===== src/design/asc_pkg.sv =====
// constants and carriers for the serial command / configuration block
// assumes a 12-bit converter core next to it on the same clock
package asc_pkg;
  localparam int RES_W = 12;
  localparam int OUT_W = 16;
  localparam int BYTE_W = 8;
  localparam int CNT_W = 5;

  // command nibble codes
  localparam logic [3:0] CMD_CH_LAST = 4'hA;
  localparam logic [3:0] CMD_TEST_MID = 4'hB;
  localparam logic [3:0] CMD_TEST_NEG = 4'hC;
  localparam logic [3:0] CMD_TEST_POS = 4'hD;
  localparam logic [3:0] CMD_PWRDN = 4'hE;
  localparam logic [3:0] CMD_CFG2 = 4'hF;
  localparam logic [3:0] MUX_ZERO = 4'h0;

  // output length codes, bit 2 low means 12 bits
  localparam logic [1:0] LEN_8 = 2'h1;
  localparam logic [1:0] LEN_16 = 2'h3;
  localparam logic [CNT_W-1:0] BITS_8 = 5'h08;
  localparam logic [CNT_W-1:0] BITS_12 = 5'h0C;
  localparam logic [CNT_W-1:0] BITS_16 = 5'h10;

  // reference source codes
  localparam logic [1:0] REF_INT_4V096 = 2'h0;
  localparam logic [1:0] REF_INT_2V048 = 2'h1;
  localparam logic [1:0] REF_EXT = 2'h3;

  // edge numbers within a transfer cycle
  localparam logic [CNT_W-1:0] FALL_SAMPLE = 5'h04;
  localparam logic [CNT_W-1:0] RISE_LEN = 5'h06;
  localparam logic [CNT_W-1:0] RISE_CMD = 5'h08;

  // reset and default-mode values
  localparam logic [3:0] CFG1_RST = 4'h0;
  localparam logic [3:0] CFG2_RST = 4'h0;
  localparam logic [3:0] CFG1_DEF = 4'h0;
  localparam logic STYLE_DEF = 1'b0;

  typedef struct packed {
    logic [1:0] len;
    logic lsb_first;
    logic bipolar;
  } asc_cfg1_s;

  typedef struct packed {
    logic [1:0] ref_sel;
    logic int_style;
    logic default_mode;
  } asc_cfg2_s;
endpackage


===== src/design/asc_result_fmt.sv =====
// builds the 16-bit shift word from a held 12-bit result
// assumes the caller always shifts out bit 15 first
`timescale 1ns/1ps
module asc_result_fmt
  import asc_pkg::*;
(
  input wire logic [asc_pkg::RES_W-1:0] result_i,
  input wire logic [1:0] len_i,
  input wire logic lsb_first_i,
  output logic [asc_pkg::OUT_W-1:0] word_o
);
  logic [OUT_W-1:0] msb_w;
  logic [OUT_W-1:0] rev_w;
  logic [OUT_W-1:0] lsb_w;

  // msb-first word: 16 pads four zeros, 8 keeps only the top bits
  assign msb_w = (len_i == LEN_8) ? {result_i[RES_W-1:4], 8'h00} :
                 {result_i, 4'h0};

  genvar i;
  generate
    for (i = 0; i < OUT_W; i++) begin : g_rev
      assign rev_w[i] = msb_w[OUT_W-1-i];
    end
  endgenerate

  // reversal of only the bits actually sent in each length
  assign lsb_w = (len_i == LEN_16) ? rev_w :
                 (len_i == LEN_8) ? {rev_w[7:0], 8'h00} :
                 {rev_w[11:0], 4'h0};

  assign word_o = lsb_first_i ? lsb_w : msb_w;
endmodule


===== src/design/asc_serial_ctrl.sv =====
// serial command decoder, configuration registers and result shifter
// assumes pins arrive asynchronously; converter core shares clk_i
//
// Function
// - data-in high eight clocks enters default mode
// - command byte msb first on rising edges
// - nibble 0 to 10 selects input channel
// - nibbles 11-13 select midpoint, negative, positive tests
// - nibble 14 enters software power-down
// - low nibble goes to second or first register
// - command governs conversion after this cycle
// - length bits give 8, 12 or 16
// - 12-bit cycle ends on twelfth falling edge
// - 16-bit cycle pads zeros, ends sixteenth fall
// - 8-bit cycle drops low bits, ends eighth
// - length change takes effect at sixth rise
// - shift order change applies next cycle
// - unipolar result is plain unsigned code
// - bipolar result inverts the top bit
// - format change applies to following conversion
// - second register selects reference source
// - second register selects done or interrupt style
// - default bit forces configuration defaults
// - only first eight rising edges capture input
// - later result bits change on falling edges
// - interrupt low at latch, next rise clears
// - power-up clears registers, completion pin high
`timescale 1ns/1ps
module asc_serial_ctrl
  import asc_pkg::*;
(
  input wire logic clk_i,
  input wire logic reset_i,
  input wire logic cs_n_i,
  input wire logic io_clk_i,
  input wire logic serial_command_bits_i,
  input wire logic conv_done_i,
  input wire logic [asc_pkg::RES_W-1:0] conv_result_i,
  output logic data_out_o,
  output logic data_out_oe_o,
  output logic status_pin_o,
  output logic conv_start_o,
  output logic [3:0] channel_sel_o,
  output logic power_down_o,
  output logic [1:0] ref_sel_o,
  output logic default_mode_o
);
  import asc_pkg::*;

  // synchronised pins
  logic [2:0] sync_w;
  logic cs_n_s;
  logic io_clk_s;
  logic sdi_s;

  // chip select idles high: resetting its stages low would fake a select after reset
  asc_sync #(
    .W(3),
    .RST_VAL(3'h4)
  ) u_sync (
    .clk_i(clk_i),
    .reset_i(reset_i),
    .d_i({cs_n_i, io_clk_i, serial_command_bits_i}),
    .q_o(sync_w)
  );

  assign cs_n_s = sync_w[2];
  assign io_clk_s = sync_w[1];
  assign sdi_s = sync_w[0];

  // state
  logic io_clk_d_r;
  logic cs_n_d_r;
  logic [CNT_W-1:0] rise_cnt_r;
  logic [CNT_W-1:0] fall_cnt_r;
  logic [BYTE_W-1:0] in_shift_r;
  asc_cfg1_s cfg1_r;
  asc_cfg2_s cfg2_r;
  logic [1:0] cyc_len_r;
  logic cyc_lsb_r;
  logic conv_bipolar_r;
  logic pend_pd_r;
  logic [RES_W-1:0] result_r;
  logic [OUT_W-1:0] out_word_r;
  logic data_out_r;
  logic oe_r;
  logic status_r;
  logic conv_start_r;
  logic [3:0] channel_r;
  logic power_down_r;
  logic [1:0] ref_r;
  logic def_r;

  // edge detection on the synchronised levels
  logic rise_w;
  logic fall_w;
  logic cs_fall_w;
  logic active_w;

  assign rise_w = io_clk_s & ~io_clk_d_r;
  assign fall_w = ~io_clk_s & io_clk_d_r;
  assign cs_fall_w = ~cs_n_s & cs_n_d_r;
  assign active_w = ~cs_n_s;

  // effective configuration after default-mode forcing
  logic def_mode_w;
  asc_cfg1_s cfg1_eff_w;
  logic int_style_w;
  logic [1:0] ref_eff_w;

  assign def_mode_w = cfg2_r.default_mode;
  assign cfg1_eff_w = def_mode_w ? asc_cfg1_s'(CFG1_DEF) : cfg1_r;
  assign int_style_w = def_mode_w ? STYLE_DEF : cfg2_r.int_style;
  assign ref_eff_w = def_mode_w ? REF_EXT : cfg2_r.ref_sel;

  // rising-edge capture; the bit being taken is sdi_s
  logic [CNT_W-1:0] rise_num_w;
  logic [CNT_W-1:0] fall_num_w;
  logic capture_w;
  logic [BYTE_W-1:0] byte_w;
  logic [3:0] cmd_nib_w;
  logic [3:0] cfg_nib_w;
  logic [5:0] six_w;

  assign rise_num_w = rise_cnt_r + 5'h01;
  assign fall_num_w = fall_cnt_r + 5'h01;
  assign capture_w = active_w & rise_w & (rise_cnt_r < RISE_CMD);
  assign byte_w = {in_shift_r[6:0], sdi_s};
  assign cmd_nib_w = byte_w[7:4];
  assign cfg_nib_w = byte_w[3:0];
  assign six_w = {in_shift_r[4:0], sdi_s};

  // length decision at the sixth rise, taken from the byte in flight
  logic len_event_w;
  logic len_write_w;

  assign len_event_w = capture_w & (rise_num_w == RISE_LEN);
  assign len_write_w = len_event_w & (six_w[5:2] != CMD_CFG2) & ~def_mode_w;

  // full byte decode at the eighth rise
  logic cmd_event_w;
  logic cfg2_access_w;
  logic def_next_w;

  assign cmd_event_w = capture_w & (rise_num_w == RISE_CMD);
  assign cfg2_access_w = cmd_nib_w == CMD_CFG2;
  assign def_next_w = cfg2_access_w ? cfg_nib_w[0] : def_mode_w;

  // command nibble seen once four bits are in
  logic sample_event_w;
  logic [3:0] early_nib_w;
  logic early_channel_w;

  assign sample_event_w = active_w & fall_w & (fall_num_w == FALL_SAMPLE);
  assign early_nib_w = in_shift_r[3:0];
  // channels 0-10 and the three test voltages all go to the mux
  assign early_channel_w = early_nib_w <= CMD_TEST_POS;

  // end of transfer cycle at the selected length
  logic [CNT_W-1:0] cyc_bits_w;
  logic cyc_end_w;

  assign cyc_bits_w = (cyc_len_r == LEN_8) ? BITS_8 :
                      (cyc_len_r == LEN_16) ? BITS_16 : BITS_12;
  assign cyc_end_w = active_w & fall_w & (fall_num_w == cyc_bits_w);

  // shift word for a freshly loaded result
  logic [OUT_W-1:0] fmt_word_w;
  logic [RES_W-1:0] coded_w;

  asc_result_fmt u_fmt (
    .result_i(result_r),
    .len_i(cyc_len_r),
    .lsb_first_i(cyc_lsb_r),
    .word_o(fmt_word_w)
  );

  // two's complement differs from unsigned only in the top bit
  assign coded_w = {conv_result_i[RES_W-1] ^ conv_bipolar_r,
                    conv_result_i[RES_W-2:0]};

  // edge history
  always_ff @(posedge clk_i or posedge reset_i) begin
    if (reset_i) begin
      io_clk_d_r <= 1'b0;
      cs_n_d_r <= 1'b1;
    end else begin
      io_clk_d_r <= io_clk_s;
      cs_n_d_r <= cs_n_s;
    end
  end

  // edge counters; chip select high aborts the cycle
  always_ff @(posedge clk_i or posedge reset_i) begin
    if (reset_i) begin
      rise_cnt_r <= '0;
      fall_cnt_r <= '0;
    end else if (!active_w || cyc_end_w) begin
      rise_cnt_r <= '0;
      fall_cnt_r <= '0;
    end else begin
      if (rise_w && rise_cnt_r < BITS_16) begin
        rise_cnt_r <= rise_num_w;
      end
      if (fall_w) begin
        fall_cnt_r <= fall_num_w;
      end
    end
  end

  // input byte shifter
  always_ff @(posedge clk_i or posedge reset_i) begin
    if (reset_i) begin
      in_shift_r <= '0;
    end else if (capture_w) begin
      in_shift_r <= byte_w;
    end
  end

  // configuration registers
  always_ff @(posedge clk_i or posedge reset_i) begin
    if (reset_i) begin
      cfg1_r <= asc_cfg1_s'(CFG1_RST);
      cfg2_r <= asc_cfg2_s'(CFG2_RST);
    end else if (cmd_event_w) begin
      if (cfg2_access_w) begin
        cfg2_r <= asc_cfg2_s'(cfg_nib_w);
      end else begin
        cfg1_r <= asc_cfg1_s'(cfg_nib_w);
      end
    end
  end

  // per-cycle length and order; order only moves at a cycle boundary
  always_ff @(posedge clk_i or posedge reset_i) begin
    if (reset_i) begin
      cyc_len_r <= CFG1_RST[3:2];
      cyc_lsb_r <= 1'b0;
    end else if (len_write_w) begin
      cyc_len_r <= six_w[1:0];
    end else if (cyc_end_w) begin
      cyc_len_r <= cfg1_eff_w.len;
      cyc_lsb_r <= cfg1_eff_w.lsb_first;
    end
  end

  // pending command for the conversion after this cycle
  always_ff @(posedge clk_i or posedge reset_i) begin
    if (reset_i) begin
      pend_pd_r <= 1'b1;
    end else if (cmd_event_w) begin
      pend_pd_r <= cmd_nib_w == CMD_PWRDN;
    end
  end

  // channel mux select; default mode pins input zero
  always_ff @(posedge clk_i or posedge reset_i) begin
    if (reset_i) begin
      channel_r <= MUX_ZERO;
    end else if (cmd_event_w && def_next_w) begin
      channel_r <= MUX_ZERO;
    end else if (sample_event_w && early_channel_w && !def_mode_w) begin
      channel_r <= early_nib_w;
    end
  end

  // software power-down: starts at fourth fall, ends on a real conversion
  always_ff @(posedge clk_i or posedge reset_i) begin
    if (reset_i) begin
      power_down_r <= 1'b1;
    end else if (sample_event_w && early_nib_w == CMD_PWRDN) begin
      power_down_r <= 1'b1;
    end else if (cyc_end_w && !pend_pd_r) begin
      power_down_r <= 1'b0;
    end
  end

  // conversion start pulse and latched output format
  always_ff @(posedge clk_i or posedge reset_i) begin
    if (reset_i) begin
      conv_start_r <= 1'b0;
      conv_bipolar_r <= 1'b0;
    end else begin
      conv_start_r <= cyc_end_w & ~pend_pd_r;
      if (cyc_end_w) begin
        conv_bipolar_r <= cfg1_eff_w.bipolar;
      end
    end
  end

  // held result; survives power-down and chip select
  always_ff @(posedge clk_i or posedge reset_i) begin
    if (reset_i) begin
      result_r <= '0;
    end else if (conv_done_i) begin
      result_r <= coded_w;
    end
  end

  // output shifter; forced low while a conversion runs
  always_ff @(posedge clk_i or posedge reset_i) begin
    if (reset_i) begin
      out_word_r <= '0;
    end else if (cyc_end_w) begin
      out_word_r <= '0;
    end else if (cs_fall_w) begin
      out_word_r <= fmt_word_w;
    end else if (active_w && conv_done_i) begin
      out_word_r <= {coded_w, 4'h0};
    end else if (active_w && fall_w) begin
      out_word_r <= {out_word_r[OUT_W-2:0], 1'b0};
    end
  end

  // pin copy of bit 15, except an lsb-first direct load, which takes coded bit 0; on a direct load the coded value is used
  // because result_r is one clock behind conv_done_i
  logic load_bit_w;
  assign load_bit_w = cyc_lsb_r ? coded_w[0] : coded_w[RES_W-1];

  always_ff @(posedge clk_i or posedge reset_i) begin
    if (reset_i) begin
      data_out_r <= 1'b0;
      oe_r <= 1'b0;
    end else begin
      oe_r <= active_w;
      if (cyc_end_w) begin
        data_out_r <= 1'b0;
      end else if (cs_fall_w) begin
        data_out_r <= fmt_word_w[OUT_W-1];
      end else if (active_w && conv_done_i) begin
        data_out_r <= load_bit_w;
      end else if (active_w && fall_w) begin
        data_out_r <= out_word_r[OUT_W-2];
      end
    end
  end

  // completion pin: done style goes low for the conversion,
  // interrupt style pulses low at latch until the next selected rise or chip select fall
  always_ff @(posedge clk_i or posedge reset_i) begin
    if (reset_i) begin
      status_r <= 1'b1;
    end else if (int_style_w) begin
      if (conv_done_i) begin
        status_r <= 1'b0;
      end else if ((active_w && rise_w) || cs_fall_w) begin
        status_r <= 1'b1;
      end
    end else begin
      if (conv_start_r) begin
        status_r <= 1'b0;
      end else if (conv_done_i) begin
        status_r <= 1'b1;
      end
    end
  end

  // registered copies of reference and mode for the analog side
  always_ff @(posedge clk_i or posedge reset_i) begin
    if (reset_i) begin
      ref_r <= CFG2_RST[3:2];
      def_r <= 1'b0;
    end else begin
      ref_r <= ref_eff_w;
      def_r <= def_mode_w;
    end
  end

  // a fresh result is loaded whenever the link can see it;
  // a length change mid-cycle is not re-formatted, so an lsb-first
  // word may come out wrong once, which the host must tolerate

  assign data_out_o = data_out_r;
  assign data_out_oe_o = oe_r;
  assign status_pin_o = status_r;
  assign conv_start_o = conv_start_r;
  assign channel_sel_o = channel_r;
  assign power_down_o = power_down_r;
  assign ref_sel_o = ref_r;
  assign default_mode_o = def_r;
endmodule


===== src/design/asc_sync.sv =====
// two-flop synchroniser for a group of pin inputs
// assumes each bit is an independent level from outside the clock domain
`timescale 1ns/1ps
module asc_sync #(
  parameter int W = 3,
  // per-bit reset level; set it to each pin's idle level so no false edge follows reset
  parameter logic [W-1:0] RST_VAL = '0
) (
  input wire logic clk_i,
  input wire logic reset_i,
  input wire logic [W-1:0] d_i,
  output logic [W-1:0] q_o
);
  logic [W-1:0] meta_r;

  always_ff @(posedge clk_i or posedge reset_i) begin
    if (reset_i) begin
      meta_r <= RST_VAL;
      q_o <= RST_VAL;
    end else begin
      meta_r <= d_i;
      q_o <= meta_r;
    end
  end
endmodule


===== config.mk =====
export PLATFORM = sky130hd
export DESIGN_NAME = asc_serial_ctrl
export DESIGN_NICKNAME = d
export VERILOG_FILES = /design/src/design/asc_pkg.sv /design/src/design/asc_result_fmt.sv /design/src/design/asc_serial_ctrl.sv /design/src/design/asc_sync.sv
export SDC_FILE = /design/constraint.sdc
export NUM_CORES = 1
export LEC_CHECK = 0
export BUFFER_PORTS_ARGS = -buffer_cell sky130_fd_sc_hd__buf_2
export CAP_MARGIN = 5
export CORE_UTILIZATION = 60
export DETAILED_ROUTE_END_ITERATION = 8
export HOLD_SLACK_MARGIN = 0.05
export PLACE_DENSITY = 0.8
export SETUP_SLACK_MARGIN = 0.1
export SYNTH_ARGS = -nofsm -noshare
export SYNTH_HDL_FRONTEND = slang
export SYNTH_SLANG_ARGS = --single-unit
export TNS_END_PERCENT = 5

===== constraint.sdc =====
create_clock -name clk_i -period 2.63 [get_ports clk_i]
set_clock_uncertainty 0.05 [all_clocks]
set_input_delay 0.1315 -clock clk_i [delete_from_list [all_inputs] [get_ports clk_i]]
set_output_delay 0.1315 -clock clk_i [all_outputs]
set_load 0.01 [all_outputs]

# --- Word level (Yosys, flattened, before mapping) ---
# Index checks and enable logic that the tools add are counted.
op_classes:
  n_reduce_logical: 24
  n_mux: 34
  bitwise_logic: 21
  n_lt_le_gt_ge: 3
  n_eq_ne: 11
  n_addsub: 2
ops:
  columns: ["cell", "count"]
  rows:
  - ["15-bit two-way mux", 4]
  - ["16-bit two-way mux", 3]
  - ["5-bit two-way mux", 6]
  - ["1-bit two-way mux", 14]
  - ["1-bit bitwise AND", 13]
  - ["4-bit == test (second input constant)", 3]
  - ["4-bit two-way mux", 3]
  - ["5-bit by 1-bit adder with 5-bit output (second input constant)", 2]
  - ["5-bit by 3-bit == test with 1-bit output (second input constant)", 2]
  - ["2-bit nonzero test", 5]
  - ["1-bit logical AND", 9]
  - ["8-bit two-way mux", 1]
  - ["2-bit AND reduction", 4]
  - ["1-bit NOT", 7]
  - ["2-bit two-way mux", 3]
  - ["5-bit by 4-bit == test with 1-bit output (second input constant)", 1]
  - ["5-bit == test", 1]
  - ["5-bit by 4-bit less-than comparator with 1-bit output (second input constant)", 1]
  - ["5-bit less-than comparator (second input constant)", 1]
  - ["4-bit <= comparator (second input constant)", 1]
  - ["4-bit != test (second input constant)", 1]
  - ["4-bit nonzero test", 1]
  - ["3-bit by 2-bit != test with 1-bit output (second input constant)", 1]
  - ["3-bit nonzero test", 1]
  - ["other kinds (5)", 7]
word_totals:
  ff_bits: 77
  word_cells: 122
  output_inout_bits: 12

# --- Longest topological paths before layout ---
# Gate-level depths: netlist of the first run.
logic_depth:
  word_depth: 9
  ltp_mapped: 8
  mapped_depth_nobuf: 6

# --- Modules after synthesis ---
# From an unflattened synthesis of the first run, not the netlist that was laid out.
hier_totals:
  hier_cells: 383
  area_unflattened_um2: 4020.1
modules_own_cells:
  columns: ["mod", "seq_area_each_um2", "instances", "cells_each", "area_per_inst_um2"]
  rows:
  - ["asc_serial_ctrl", 1781.7, 1, 323, 3505.9]
  - ["asc_result_fmt", 0.0, 1, 53, 357.8]
  - ["asc_sync", 152.6, 1, 7, 156.4]

# --- Least setup slack after synthesis of the first run ---
# Ideal clock, no wire load.
synth_path:
  path_type: "reg2reg"
  startpoint: "reg fall_cnt_r[0]"
  endpoint: "reg conv_bipolar_r"
  arrival_time_ns: 1.985
  required_ns: 2.455
  setup_ns: 0.125
  path_buffers: 2
  path_stages_with_launch: 9
  path_slack_ns: 0.471
  synth_period_minus_slack_ns: 2.159
  path_cell_list: "dfrtp_1 > ha_1 > buf_2 > and3b_1 > o21ai_1 > a211o_1 > a21oi_2 > buf_4 > mux2_2"
synth_between:
  elab_chain_cells: 3
synth_lines:
  columns: ["element", "line_no", "source"]
  rows:
  - ["start: declaration", "asc_serial_ctrl.sv:75", "logic [CNT_W-1:0] fall_cnt_r;"]
  - ["start signal: assignment", "asc_serial_ctrl.sv:206", "fall_cnt_r <= fall_num_w;"]
  - ["5-bit by 1-bit adder with 5-bit output", "asc_serial_ctrl.sv:126", "assign fall_num_w = fall_cnt_r + 5'h01;"]
  - ["5-bit == test", "asc_serial_ctrl.sv:165", "assign cyc_end_w = active_w & fall_w & (fall_num_w == cyc_bits_w);"]
  - ["1-bit bitwise AND", "asc_serial_ctrl.sv:165", null]
  - ["end signal: assignment", "asc_serial_ctrl.sv:286", "conv_bipolar_r <= cfg1_eff_w.bipolar;"]
  - ["end: declaration", "asc_serial_ctrl.sv:81", "logic conv_bipolar_r;"]
# No other way between the ends.
# A chain may end at the register's enable or synchronous reset.

# --- Final worst setup path of the first run ---
layout_path:
  startpoint: "reg fall_cnt_r[1]"
  endpoint: "reg out_word_r[6]"
layout_between:
  elab_chain_cells: 4
  elab_cells_between_ends: 5
  cone_classes: "add/sub (1); eq/ne (1); mux (1); bitwise (1); reduce/logical (1)"
layout_lines:
  columns: ["element", "line_no", "source"]
  rows:
  - ["5-bit by 1-bit adder with 5-bit output (*)", "asc_serial_ctrl.sv:126", null]
  - ["5-bit == test (*)", "asc_serial_ctrl.sv:165", null]
  - ["1-bit bitwise AND (*)", "asc_serial_ctrl.sv:165", null]
  - ["4-bit nonzero test (no source line) / 15-bit two-way mux (equally long branches)", null, null]
  - ["end signal: assignment", "asc_serial_ctrl.sv:307", "out_word_r <= fmt_word_w;"]
  - ["end signal: assignment", "asc_serial_ctrl.sv:309", "out_word_r <= {coded_w, 4'h0};"]
  - ["end signal: assignment", "asc_serial_ctrl.sv:311", "out_word_r <= {out_word_r[OUT_W-2:0], 1'b0};"]
  - ["end: declaration", "asc_serial_ctrl.sv:84", "logic [OUT_W-1:0] out_word_r;"]
# Every way passes the cells marked *; elsewhere a longest branch is shown, timed or not.

==> run metrics, run 1 <==
status finished clean; startpoint type of the worst setup path register; arrival time at the worst endpoint 2480 ps; critical path endpoint category register; initial core utilization 0.621; Post-Route Utilization 0.713; vias per cell 6.35; maximum vdd ir drop 423 uV; Slew Viols, Final 0; post-route cell area 0.00453 mm2; routed len/inst 17.9 um; sequential share of the synthesized area 0.490; Worst-path clk slew 80 ps; FILL cells 456; vias in the first global route 3,089; DRT Pass-1 Iters 6; Core Rows 29; cell internal pwr 1.97 mW; clock network fraction of design power 0.363; Psw 0.712 mW; flops & latches, synth 77; Detailed Route Iter0 Violations 371; total track usage 0.271; Comb power frac 0.107; most frequently used flop master after synthesis dfrtp_1; Post-DP HPWL 5.90 mm; clock insertion delay at the later pin of the skew report 350 ps; cells along the critical path ha_1 -> and3b_1 -> o21ai_1 -> a211o_1 -> a21oi_2 -> buf_4 -> o31ai_1; fin crit period 2340 ps; clock buffer depth 2; # clock sinks 77; critical path class reg -> reg; GPL Wtd Cong 0.898; largest net degree at the start of global routing 57; Cells after DPL 468; total CTS buffers 9; Distinct cells, synth 59; final setup fails 0; Hold Crit Class in -> reg; hold-critical path depth 3; worst-path cell with the longest stage delay dfrtp_1; Die H 83.1 um; Tcrit/Tclk final 0.891; Mapped Area 0.00394 mm2; Data required, critical path 2770 ps; power per cell area 592 mW/mm2; syn_area_per_cell 10.5 um2; final wirelength 8.93 mm; Root Buffer Master clkbuf_8; most common cell after layout, fill and taps aside dfrtp_1; Post-DRT Antenna Nets 0; post-synthesis instance total 376; FFs w/ async S/R, synth 1.00; PortBufs 29; H-tree depth 3; grt ovf 0; first-pass GRT wire length 14.8 mm; nets@finish 440; most frequent cells in the layout 71 x dfrtp_1, 34 x nand2_1, 29 x buf_2; # IOs 30; max_slew headroom 0.241; area of the core 0.00635 mm2; worst slew pin tran 1140 ps; via count 3,170; Max FO, Critical Path 16; Max Cap Violations 0; Tot Pwr 2.68 mW; Area Overhead vs Synth 14.8%; die width 83.1 um; Reg2Reg Depth 7; Ant. Diodes 0; Post-synth EDFFs 0; FMAX 0.427 GHz; Hold Violations, Final 0; Layout Cells excl Fill 499; Flop pwr share 0.531; fraction of layout cells with a size suffix above 1 0.230; Yosys warnings 0; initial antenna violation count 0; Sw Ratio 0.266; RSZ-0062 raised after global routing no; Synthesized Nets 399; Sum Neg Setup Slack 0 ps; placed cell areas 0.00416 mm2; CTS tree yes; P_leak 1.97 nW; max incr delay on CP 490 ps; DRC viols 0; Die ar. 0.00690 mm2
cells in the mapped netlist (all sizes together), types with 2 or more instances:
| cell | count | area share |
|---|---|---|
| o31a | 2 | 0.0044 |
| mux2i | 14 | 0.036 |
| or2 | 3 | 0.0048 |
| nor3 | 12 | 0.015 |
| nor2 | 19 | 0.018 |
| nand3 | 8 | 0.011 |
| nand2 | 35 | 0.034 |
| or3 | 2 | 0.0032 |
| and2 | 6 | 0.010 |
| xor2 | 3 | 0.0067 |
| a211oi | 3 | 0.0070 |
| xnor2 | 8 | 0.018 |
| inv | 11 | 0.010 |
| mux2 | 25 | 0.071 |
| nand2b | 3 | 0.0048 |
| dfrtp | 71 | 0.45 |
| buf | 8 | 0.011 |
| and4 | 2 | 0.0044 |
| a21oi | 13 | 0.017 |
| a311o | 2 | 0.0051 |
| o31ai | 13 | 0.025 |
| ha | 5 | 0.016 |
| nor2b | 7 | 0.011 |
| a2111oi | 6 | 0.018 |
| clkbuf | 14 | 0.014 |
| nor3b | 6 | 0.013 |
| a221oi | 2 | 0.0044 |
| o41ai | 4 | 0.0089 |
| a31oi | 2 | 0.0032 |
| o22ai | 8 | 0.013 |
| nand4 | 4 | 0.0063 |
| o21ai | 29 | 0.037 |
| dfstp | 6 | 0.040 |
| a22oi | 5 | 0.0095 |
stage by stage:
stage / worst slack (ps) / hold slack, ps
after floorplan: 471 / 86.0
after global placement: 407 / 120
after detailed placement: 320 / 127
after CTS: 265 / 173
after global routing: 101 / 175
final: 286 / 178
sequential cells by signal, summed over array words and instances, names as in the netlist, 3 cells and up:
name,count
out_word_r,15
result_r,12
in_shift_r,7
fall_cnt_r,5
rise_cnt_r,5
cfg1_r,4
channel_sel_o,4
cfg2_r,3
u_sync.meta_r,3
u_sync.q_o,3
timing repair:
item,4_1_cts,5_1_grt
hold buffers,15,0
hold endpoints to repair,32,0
setup buffers,0,0
gates resized for setup,0,0
cell families (layout without fill, tap and decap cells):
| family | Yosys count | after routing | share of synthesized area |
|---|---|---|---|
| AOI/OAI and AO/OA | 94 | 94 | 0.163 |
| xor gates and xnor gates | 11 | 11 | 0.0244 |
| adders and majority gates | 5 | 5 | 0.0159 |
| buffers and inverters | 33 | 79 | 0.0362 |
| DFF | 77 | 77 | 0.490 |
| muxes | 39 | 39 | 0.107 |
| and+or+nand+nor | 117 | 117 | 0.163 |
critical path: cells and delay by family (launching register included):
family | cells | cell delay (ps)
AOI/OAI and AO/OA | 4 | 810
DFF | 1 | 490
adders and majority gates | 1 | 380
buffers and inverters | 1 | 260
and+or+nand+nor | 1 | 200
metal layers:
metal,wire length (um),track usage
met5,0,0
met4,201,0.118
met3,587,0.0616
met2,4230,0.433
met1,3910,0.358
power by group through the flow:
stage | sequential (mW) | combinational (mW) | clock, mW
floorplan | 1.39 | 0.207 | 0
global placement | 1.43 | 0.259 | 0
detailed placement | 1.44 | 0.268 | 0
CTS | 1.42 | 0.287 | 0.981
global route | 1.43 | 0.321 | 1.03
finish | 1.42 | 0.286 | 0.972
final timing paths:
path,slack [ps],end,startpoint
max,290,out_word_r[6]$_DFFE_PP0P_,fall_cnt_r[1]$_DFFE_PP0P_
min reg2reg,300,u_sync.q_o[1]$_DFF_PP0_,u_sync.meta_r[1]$_DFF_PP0_
min,180,result_r[11]$_DFFE_PP0P_,conv_result_i[11]
max in group asynchronous,1540,status_pin_o$_DFFE_PP1P_,reset_i
max reg2reg,290,out_word_r[6]$_DFFE_PP0P_,fall_cnt_r[1]$_DFFE_PP0P_
min in group asynchronous,290,in_shift_r[5]$_DFFE_PP0P_,reset_i
area by class of cell:
type	count	area [um2]	share of cell area
sequential	77	1930	0.427
inverter	11	41.3	0.00912
clock inverter	6	87.6	0.0194
tap	77	96.3	0.0213
multi-input combinational	266	1870	0.413
timing repair buffer	52	368	0.0813
clock buffer	10	128	0.0282
Note: power is estimated with default switching activity, not from simulation.
==> run 2, diff against run 1 <==
--- a/config.mk
+++ b/config.mk
@@ -7,6 +7,7 @@
 export LEC_CHECK = 0
 export BUFFER_PORTS_ARGS = -buffer_cell sky130_fd_sc_hd__buf_2
 export CAP_MARGIN = 5
+export CORE_MARGIN = 1.5
 export CORE_UTILIZATION = 60
 export DETAILED_ROUTE_END_ITERATION = 8
 export HOLD_SLACK_MARGIN = 0.05
==> constraint.sdc (replaced) <==
create_clock -name clk_i -period 2.63 [get_ports clk_i]
set_clock_uncertainty 0.05 [all_clocks]
set_input_delay 0.1315 -clock clk_i [delete_from_list [all_inputs] [get_ports clk_i]]
set_output_delay 0.1315 -clock clk_i [all_outputs]
set_load 0.1 [all_outputs]
==> run metrics, run 2 (synthesized netlist as in run 1, its figures left out) <==
status finished clean; Biggest register out_word_r; Max FO, Critical Path 16 (unchanged); max FFs per register 15 (unchanged); GPL Wtd Cong 0.871 (-3.1%); Post-DRT Antenna Nets 0 (unchanged); Hold Violations, Final 0 (unchanged); largest net degree at the start of global routing 53 (-7.0%); worst slew pin tran 1150 ps (+13.0 ps); startpoint type of the worst setup path register; placed cell areas 0.00415 mm2 (-0.18%); RSZ-0062 raised after global routing no; via count 3,177 (+0.22%); total CTS buffers 9 (unchanged); routed len/inst 18.4 um (+2.8%); area of the core 0.00635 mm2 (unchanged); fin crit period 2330 ps (-10.6 ps); arrival time at the worst endpoint 2480 ps (about the same); Setup WS post-layout 297 ps (+10.6 ps); DP Worst Slack 235 ps (-85.1 ps); Ant. Diodes 0 (unchanged); Area Overhead vs Synth 15.4%; DRT Pass-1 Iters 5 (-1); P_leak 1.97 nW (+0.27%); Die H 84.1 um (+1.2%); CTS tree yes; Root Buffer Master clkbuf_8; DRC viols 0 (unchanged); clock insertion delay at the later pin of the skew report 360 ps (about the same); fraction of layout cells with a size suffix above 1 0.233 (+0.00292); initial antenna violation count 0 (unchanged); power per cell area 624 mW/mm2 (+5.3%); Post-DP HPWL 6.04 mm (+2.2%); Flop pwr share 0.502 (-0.029); top routing layer in use met4; routed wl met2 4.40 mm (+4.1%); PortBufs 29 (unchanged); DRT met1 WL 3.89 mm (-0.51%); FILL cells 436 (-4.4%); Data required, critical path 2780 ps (about the same); Detailed Route Iter0 Violations 349 (-5.9%); critical path endpoint category register; final wirelength 9.16 mm (+2.6%); FMAX 0.429 GHz (+0.46%); vias per cell 6.38 (+0.42%); final setup fails 0 (unchanged); # clock sinks 77 (unchanged); Tcrit/Tclk final 0.887 (-0.00405); Worst-path clk slew 80 ps (about the same); Max Cap Violations 0 (unchanged); most frequent cells in the layout 71 x dfrtp_1, 34 x nand2_1, 29 x buf_2; clock buffer depth 2 (unchanged); Hold Crit Class in -> reg; initial core utilization 0.621 (unchanged); most common cell after layout, fill and taps aside dfrtp_1; max_slew headroom 0.233 (-0.00855); grt ovf 0 (unchanged); Die ar. 0.00707 mm2 (+2.4%); postcts setup bufs 0 (unchanged); Psw 0.770 mW (+8.1%); maximum vdd ir drop 636 uV (+50%); die width 84.1 um (+1.2%); H-tree depth 3 (unchanged); vias in the first global route 3,146 (+1.8%); clock network fraction of design power 0.387 (+0.024); # IOs 30 (unchanged); Largest regs out_word_r (15), result_r (12), in_shift_r (7); total track usage 0.272 (+0.000799); Post-Route Utilization 0.717 (+0.00394); post-route cell area 0.00455 mm2 (+0.55%); Core Rows 29 (unchanged); DR WL met3 612 um (+4.3%); nets@finish 439 (-0.23%); critical path class reg -> reg; Sw Ratio 0.271 (+0.00547); Comb power frac 0.111 (+0.004); first-pass GRT wire length 15.2 mm (+2.7%); cell internal pwr 2.07 mW (+5.1%); Sum Neg Setup Slack 0 ps (unchanged); Slew Viols, Final 0 (unchanged)
run 2: cell count changes in the layout (fill, tap and decap cells not counted), sizes merged:
cell / before / now
clkinv: 4 / 3
clkbuf: 10 / 9
buf: 37 / 36
bufinv: 2 / 3
inv: 11 / 12
run 2: power by group through the flow:
stage / Sequential [mW] / Clock [mW] / Combinational, mW
finish: 1.43 / 1.10 / 0.315
global route: 1.44 / 1.15 / 0.350
CTS: 1.42 / 1.11 / 0.316
detailed placement: 1.44 / 0 / 0.297
global placement: 1.44 / 0 / 0.284
floorplan: 1.42 / 0 / 0.207
run 2: worst paths after layout:
kind                                                 start                    endpoint  slack (ps)  depth (start not counted)
max in group asynchronous                          reset_i          cs_n_d_r$_DFF_PP1_        1490                          4
worst min-delay path                     conv_result_i[11]    result_r[11]$_DFFE_PP0P_         170                          3
worst max register to register   fall_cnt_r[0]$_DFFE_PP0P_  out_word_r[10]$_DFFE_PP0P_         300                          7
min in group asynchronous                          reset_i  u_sync.meta_r[0]$_DFF_PP0_         320                          3
worst min register to register  u_sync.meta_r[0]$_DFF_PP0_     u_sync.q_o[0]$_DFF_PP0_         310                          0
worst max-delay path             fall_cnt_r[0]$_DFFE_PP0P_  out_word_r[10]$_DFFE_PP0P_         300                          7
run 2: critical path, stage by stage, from the launching register on:
cell and delay [ps]:
dfrtp_1 510, ha_2 330, and3b_1 190, o21ai_1 130, a211o_1 360, a21oi_2 230, buf_4 260, o41ai_1 110
run 2: layout make-up:
cell class              count  area (um2)  area share
flip-flops and latches     77        1930       0.425
multi-input cells         266        1870       0.412
repair buffers             51         360      0.0792
clock buffers               9         124      0.0272
clock inverters             7         121      0.0267
well taps                  77        96.3      0.0212
inverters                  11        41.3     0.00907
run 2: layer usage:
layer	vias up	track usage
li1	1458	-
met1	1549	0.363
met2	143	0.430
met3	27	0.0593
met4	0	0.118
met5	-	0
run 2: timing repair:
action,4_1_cts,5_1_grt
setup endpoints to repair,0,15
hold buffers,15,0
resized for setup,0,1
hold endpoints to repair,37,0
run 2: stage by stage:
step / hold slack, ps / total power [mW] / cells
4_1_cts: 159 / 2.85 / 498
5_1_grt: 181 / 2.94 / 498
2_1_floorplan: 86.0 / 1.62 / 376
3_3_place_gp: 153 / 1.72 / 467
6_report: 171 / 2.84 / 498
3_5_place_dp: 167 / 1.74 / 467
==> run 3, diff against run 2 <==
--- a/config.mk
+++ b/config.mk
@@ -5,10 +5,12 @@
 export SDC_FILE = /design/constraint.sdc
 export NUM_CORES = 1
 export LEC_CHECK = 0
+export ABC_AREA = 1
 export BUFFER_PORTS_ARGS = -buffer_cell sky130_fd_sc_hd__buf_2
 export CAP_MARGIN = 5
 export CORE_MARGIN = 1.5
 export CORE_UTILIZATION = 60
+export CTS_CLUSTER_DIAMETER = 30
 export DETAILED_ROUTE_END_ITERATION = 8
 export HOLD_SLACK_MARGIN = 0.05
 export PLACE_DENSITY = 0.8
==> constraint.sdc (replaced) <==
create_clock -name clk_i -period 2.63 [get_ports clk_i]
set_clock_uncertainty 0.05 [all_clocks]
set_input_delay 0.1315 -clock clk_i [delete_from_list [all_inputs] [get_ports clk_i]]
set_output_delay 0.1315 -clock clk_i [all_outputs]
set_load 0.01 [all_outputs]
==> run metrics, run 3 <==
top cells by count, synth 149 x nand2_1, 71 x dfrtp_1, 60 x inv_1, 49 x nor2_1, 47 x o21ai_0; Root Buffer Master clkbuf_8; total CTS buffers 9 (unchanged); worst slew pin tran 977 ps (-173 ps); cells along the critical path inv_2 -> nand2_1 -> nand2_1 -> inv_1 -> nand2_1 -> o211ai_1 -> nor2_1 -> nand2_1 -> o21ai_0; nets@finish 582 (+33%); area of the core 0.00635 mm2 (unchanged); FMAX 0.441 GHz (+2.8%); Core Rows 29 (unchanged); arrival time at the worst endpoint 2460 ps (-20 ps); largest net degree at the start of global routing 59 (+11%); max FFs per register 15 (unchanged); fraction of layout cells with a size suffix above 1 0.135 (-0.0980); R2R Path End out_word_r[14]$_DFFE_PP0P_; DRT Pass-1 Iters 5 (unchanged); max incr delay on CP 570 ps (+60 ps); Buf+Inv Stages, Crit Path 2 (+1); Hold Violations, Final 0 (unchanged); Data required, critical path 2820 ps (+40 ps); Biggest register out_word_r; hold path startpoint conv_result_i[11]; Reg2Reg Depth 9 (+2); die width 84.2 um (about the same); syn_area_per_cell 7.72 um2 (-26%); Synth area leaders dfrtp_1 45%, nand2_1 14%, o21ai_0 6.0%; sequential share of the synthesized area 0.490 (-0.000932); via count 3,541 (+11%); Worst path top cell family by delay simple AND/OR/NAND/NOR gates; DRC viols 0 (unchanged); register-to-register setup slack 360 ps (+60 ps); Max FO, Critical Path 11 (-5); Post-synth EDFFs 0 (unchanged); fin crit period 2270 ps (-63.9 ps); P_leak 2.34 nW (+19%); Post-DRT Antenna Nets 0 (unchanged); most frequent cells in the layout 149 x nand2_1, 71 x dfrtp_1, 59 x inv_1; initial core utilization 0.622 (+0.00118); CTS tree yes; vias per cell 5.52 (-13%); Die ar. 0.00708 mm2 (+0.18%); maximum vdd ir drop 454 uV (-29%); FFs w/ async S/R, synth 1.00 (unchanged); first-pass GRT wire length 15.3 mm (+0.27%); Largest regs out_word_r (15), result_r (12), in_shift_r (7); final wirelength 9.05 mm (-1.3%); grt ovf 0 (unchanged); startpoint type of the worst setup path register; H-tree depth 3 (unchanged); Post-DP HPWL 6.36 mm (+5.3%); clock insertion delay at the later pin of the skew report 350 ps (about the same); postcts setup bufs 0 (unchanged); # IOs 30 (unchanged); status finished clean; Synthesized Nets 535 (+34%); clock buffer depth 2 (unchanged); # clock sinks 77 (unchanged); Reg2Reg Launch Point u_sync.q_o[2]$_DFF_PP1_; worst-path cell with the longest stage delay dfstp_2; RSZ-0062 raised after global routing no; Mapped Area 0.00395 mm2 (+0.19%); hold-critical path depth 4 (+1); Synth area leader dfrtp_1; final setup fails 0 (unchanged); Area Overhead vs Synth 15.6%; Sum Neg Setup Slack 0 ps (unchanged); Die H 84.2 um (about the same); GPL Wtd Cong 0.938 (+7.7%); total track usage 0.272 (about the same); post-synthesis instance total 512 (+36%); most frequently used flop master after synthesis dfrtp_1; most used cell, CP nand2_1; Hold EP result_r[11]$_DFFE_PP0P_; Fin Hold WS 78.1 ps (-93.1 ps); Hold Crit Class in -> reg; Distinct cells, synth 33 (-44%); flops & latches, synth 77 (unchanged); critical path class reg -> reg; Yosys warnings 0 (unchanged); Detailed Route Iter0 Violations 258 (-26%); top-count cell post-synth nand2_1; Ant. Diodes 0 (unchanged); critical path endpoint category register; Max Cap Violations 0 (unchanged); area share of the leading cell type in the synthesized netlist 0.450 (-0.000856); Tcrit/Tclk final 0.863 (-0.0243); power per cell area 598 mW/mm2 (-4.2%); Worst-path clk slew 90 ps (about the same); initial antenna violation count 0 (unchanged); PortBufs 29 (unchanged); Slew Viols, Final 0 (unchanged); max_slew headroom 0.348 (+0.115); vias in the first global route 3,375 (+7.3%); routed len/inst 14.1 um (-23%); most common cell after layout, fill and taps aside nand2_1; FILL cells 509 (+17%)
run 3: changes by cell type after synthesis, moves of 12 or more:
cell,delta
a21oi_1,+12
inv_1,+49
mux2_2,-23
mux2i_1,-14
nand2_1,+115
nand3_1,+28
nor2_1,+30
o21ai_0,+19
o31ai_1,-13
run 3: layout make-up:
| cell class | instances | area (um2) | area share |
|---|---|---|---|
| Inverter | 63 | 238 | 0.0520 |
| Sequential cell | 77 | 1930 | 0.423 |
| Clock buffer | 9 | 124 | 0.0271 |
| Tap cell | 77 | 96.3 | 0.0211 |
| Clock inverter | 7 | 121 | 0.0266 |
| Multi-Input combinational cell | 358 | 1710 | 0.374 |
| Timing Repair Buffer | 50 | 345 | 0.0756 |
run 3: worst reg2reg max path, stage by stage (launching register included):
cell	delay, ps
dfstp_2	570
inv_2	120
nand2_1	230
nand2_1	350
inv_1	260
nand2_1	240
o211ai_1	150
nor2_1	70
nand2_1	50
o21ai_0	80
run 3: how the worst max path moves through the flow:
stage	from	endpoint	slack, ps	cells after the start
6_report	u_sync.q_o[2]$_DFF_PP1_	out_word_r[14]$_DFFE_PP0P_	360	9
2_1_floorplan	reset_i	cfg1_r[0]$_DFFE_PP0P_	490	1
3_3_place_gp	u_sync.q_o[2]$_DFF_PP1_	out_word_r[14]$_DFFE_PP0P_	510	9
3_5_place_dp	u_sync.q_o[2]$_DFF_PP1_	out_word_r[14]$_DFFE_PP0P_	420	9
4_1_cts	u_sync.q_o[2]$_DFF_PP1_	out_word_r[14]$_DFFE_PP0P_	400	9
5_1_grt	u_sync.q_o[2]$_DFF_PP1_	out_word_r[14]$_DFFE_PP0P_	120	9
run 3: cells by family (layout without fill, tap and decap cells):
| logic type | after synthesis | count (layout) | share of synthesized area |
|---|---|---|---|
| AO/OA/AOI/OAI | 85 | 85 | 0.115 |
| XOR/XNOR | 4 | 4 | 0.00887 |
| multiplexers | 2 | 2 | 0.00570 |
| AND/OR/NAND/NOR | 262 | 262 | 0.287 |
| adder cells (fa/ha/maj) | 5 | 5 | 0.0158 |
| flip-flops | 77 | 77 | 0.490 |
| buffers and inverters | 77 | 129 | 0.0776 |
run 3: power breakdown:
group / total, mW / internal, mW / switching [mW]
logic: 0.295 / 0.108 / 0.187
clock network: 1.10 / 0.637 / 0.466
registers: 1.33 / 1.27 / 0.0616
total: 2.73 / 2.02 / 0.714
run 3: what timing repair did:
item,in CTS,in global routing
resized for setup,0,0
hold buffers,17,0
endpoints found under the hold margin,64,0
run 3: metal layers:
metal | vias up | track usage | wire (um)
li1 | 1737 | - | -
met5 | - | 0 | 0
met2 | 129 | 0.467 | 4500
met4 | 0 | 0.130 | 298
met3 | 25 | 0.0462 | 406
met1 | 1650 | 0.336 | 3840
run 3: per-stage QoR:
| step | std cells | area, um2 | total power, mW | setup slack, ps | util |
|---|---|---|---|---|---|
| 6_report | 641 | 4570 | 2.73 | 361 | 0.720 |
| 5_1_grt | 641 | 4570 | 2.84 | 117 | 0.720 |
| 4_1_cts | 641 | 4570 | 2.74 | 402 | 0.720 |
| 3_5_place_dp | 608 | 4150 | 1.62 | 417 | 0.654 |
| 3_3_place_gp | 608 | 4150 | 1.61 | 510 | 0.654 |
| 2_1_floorplan | 512 | 3950 | 1.53 | 492 | - |
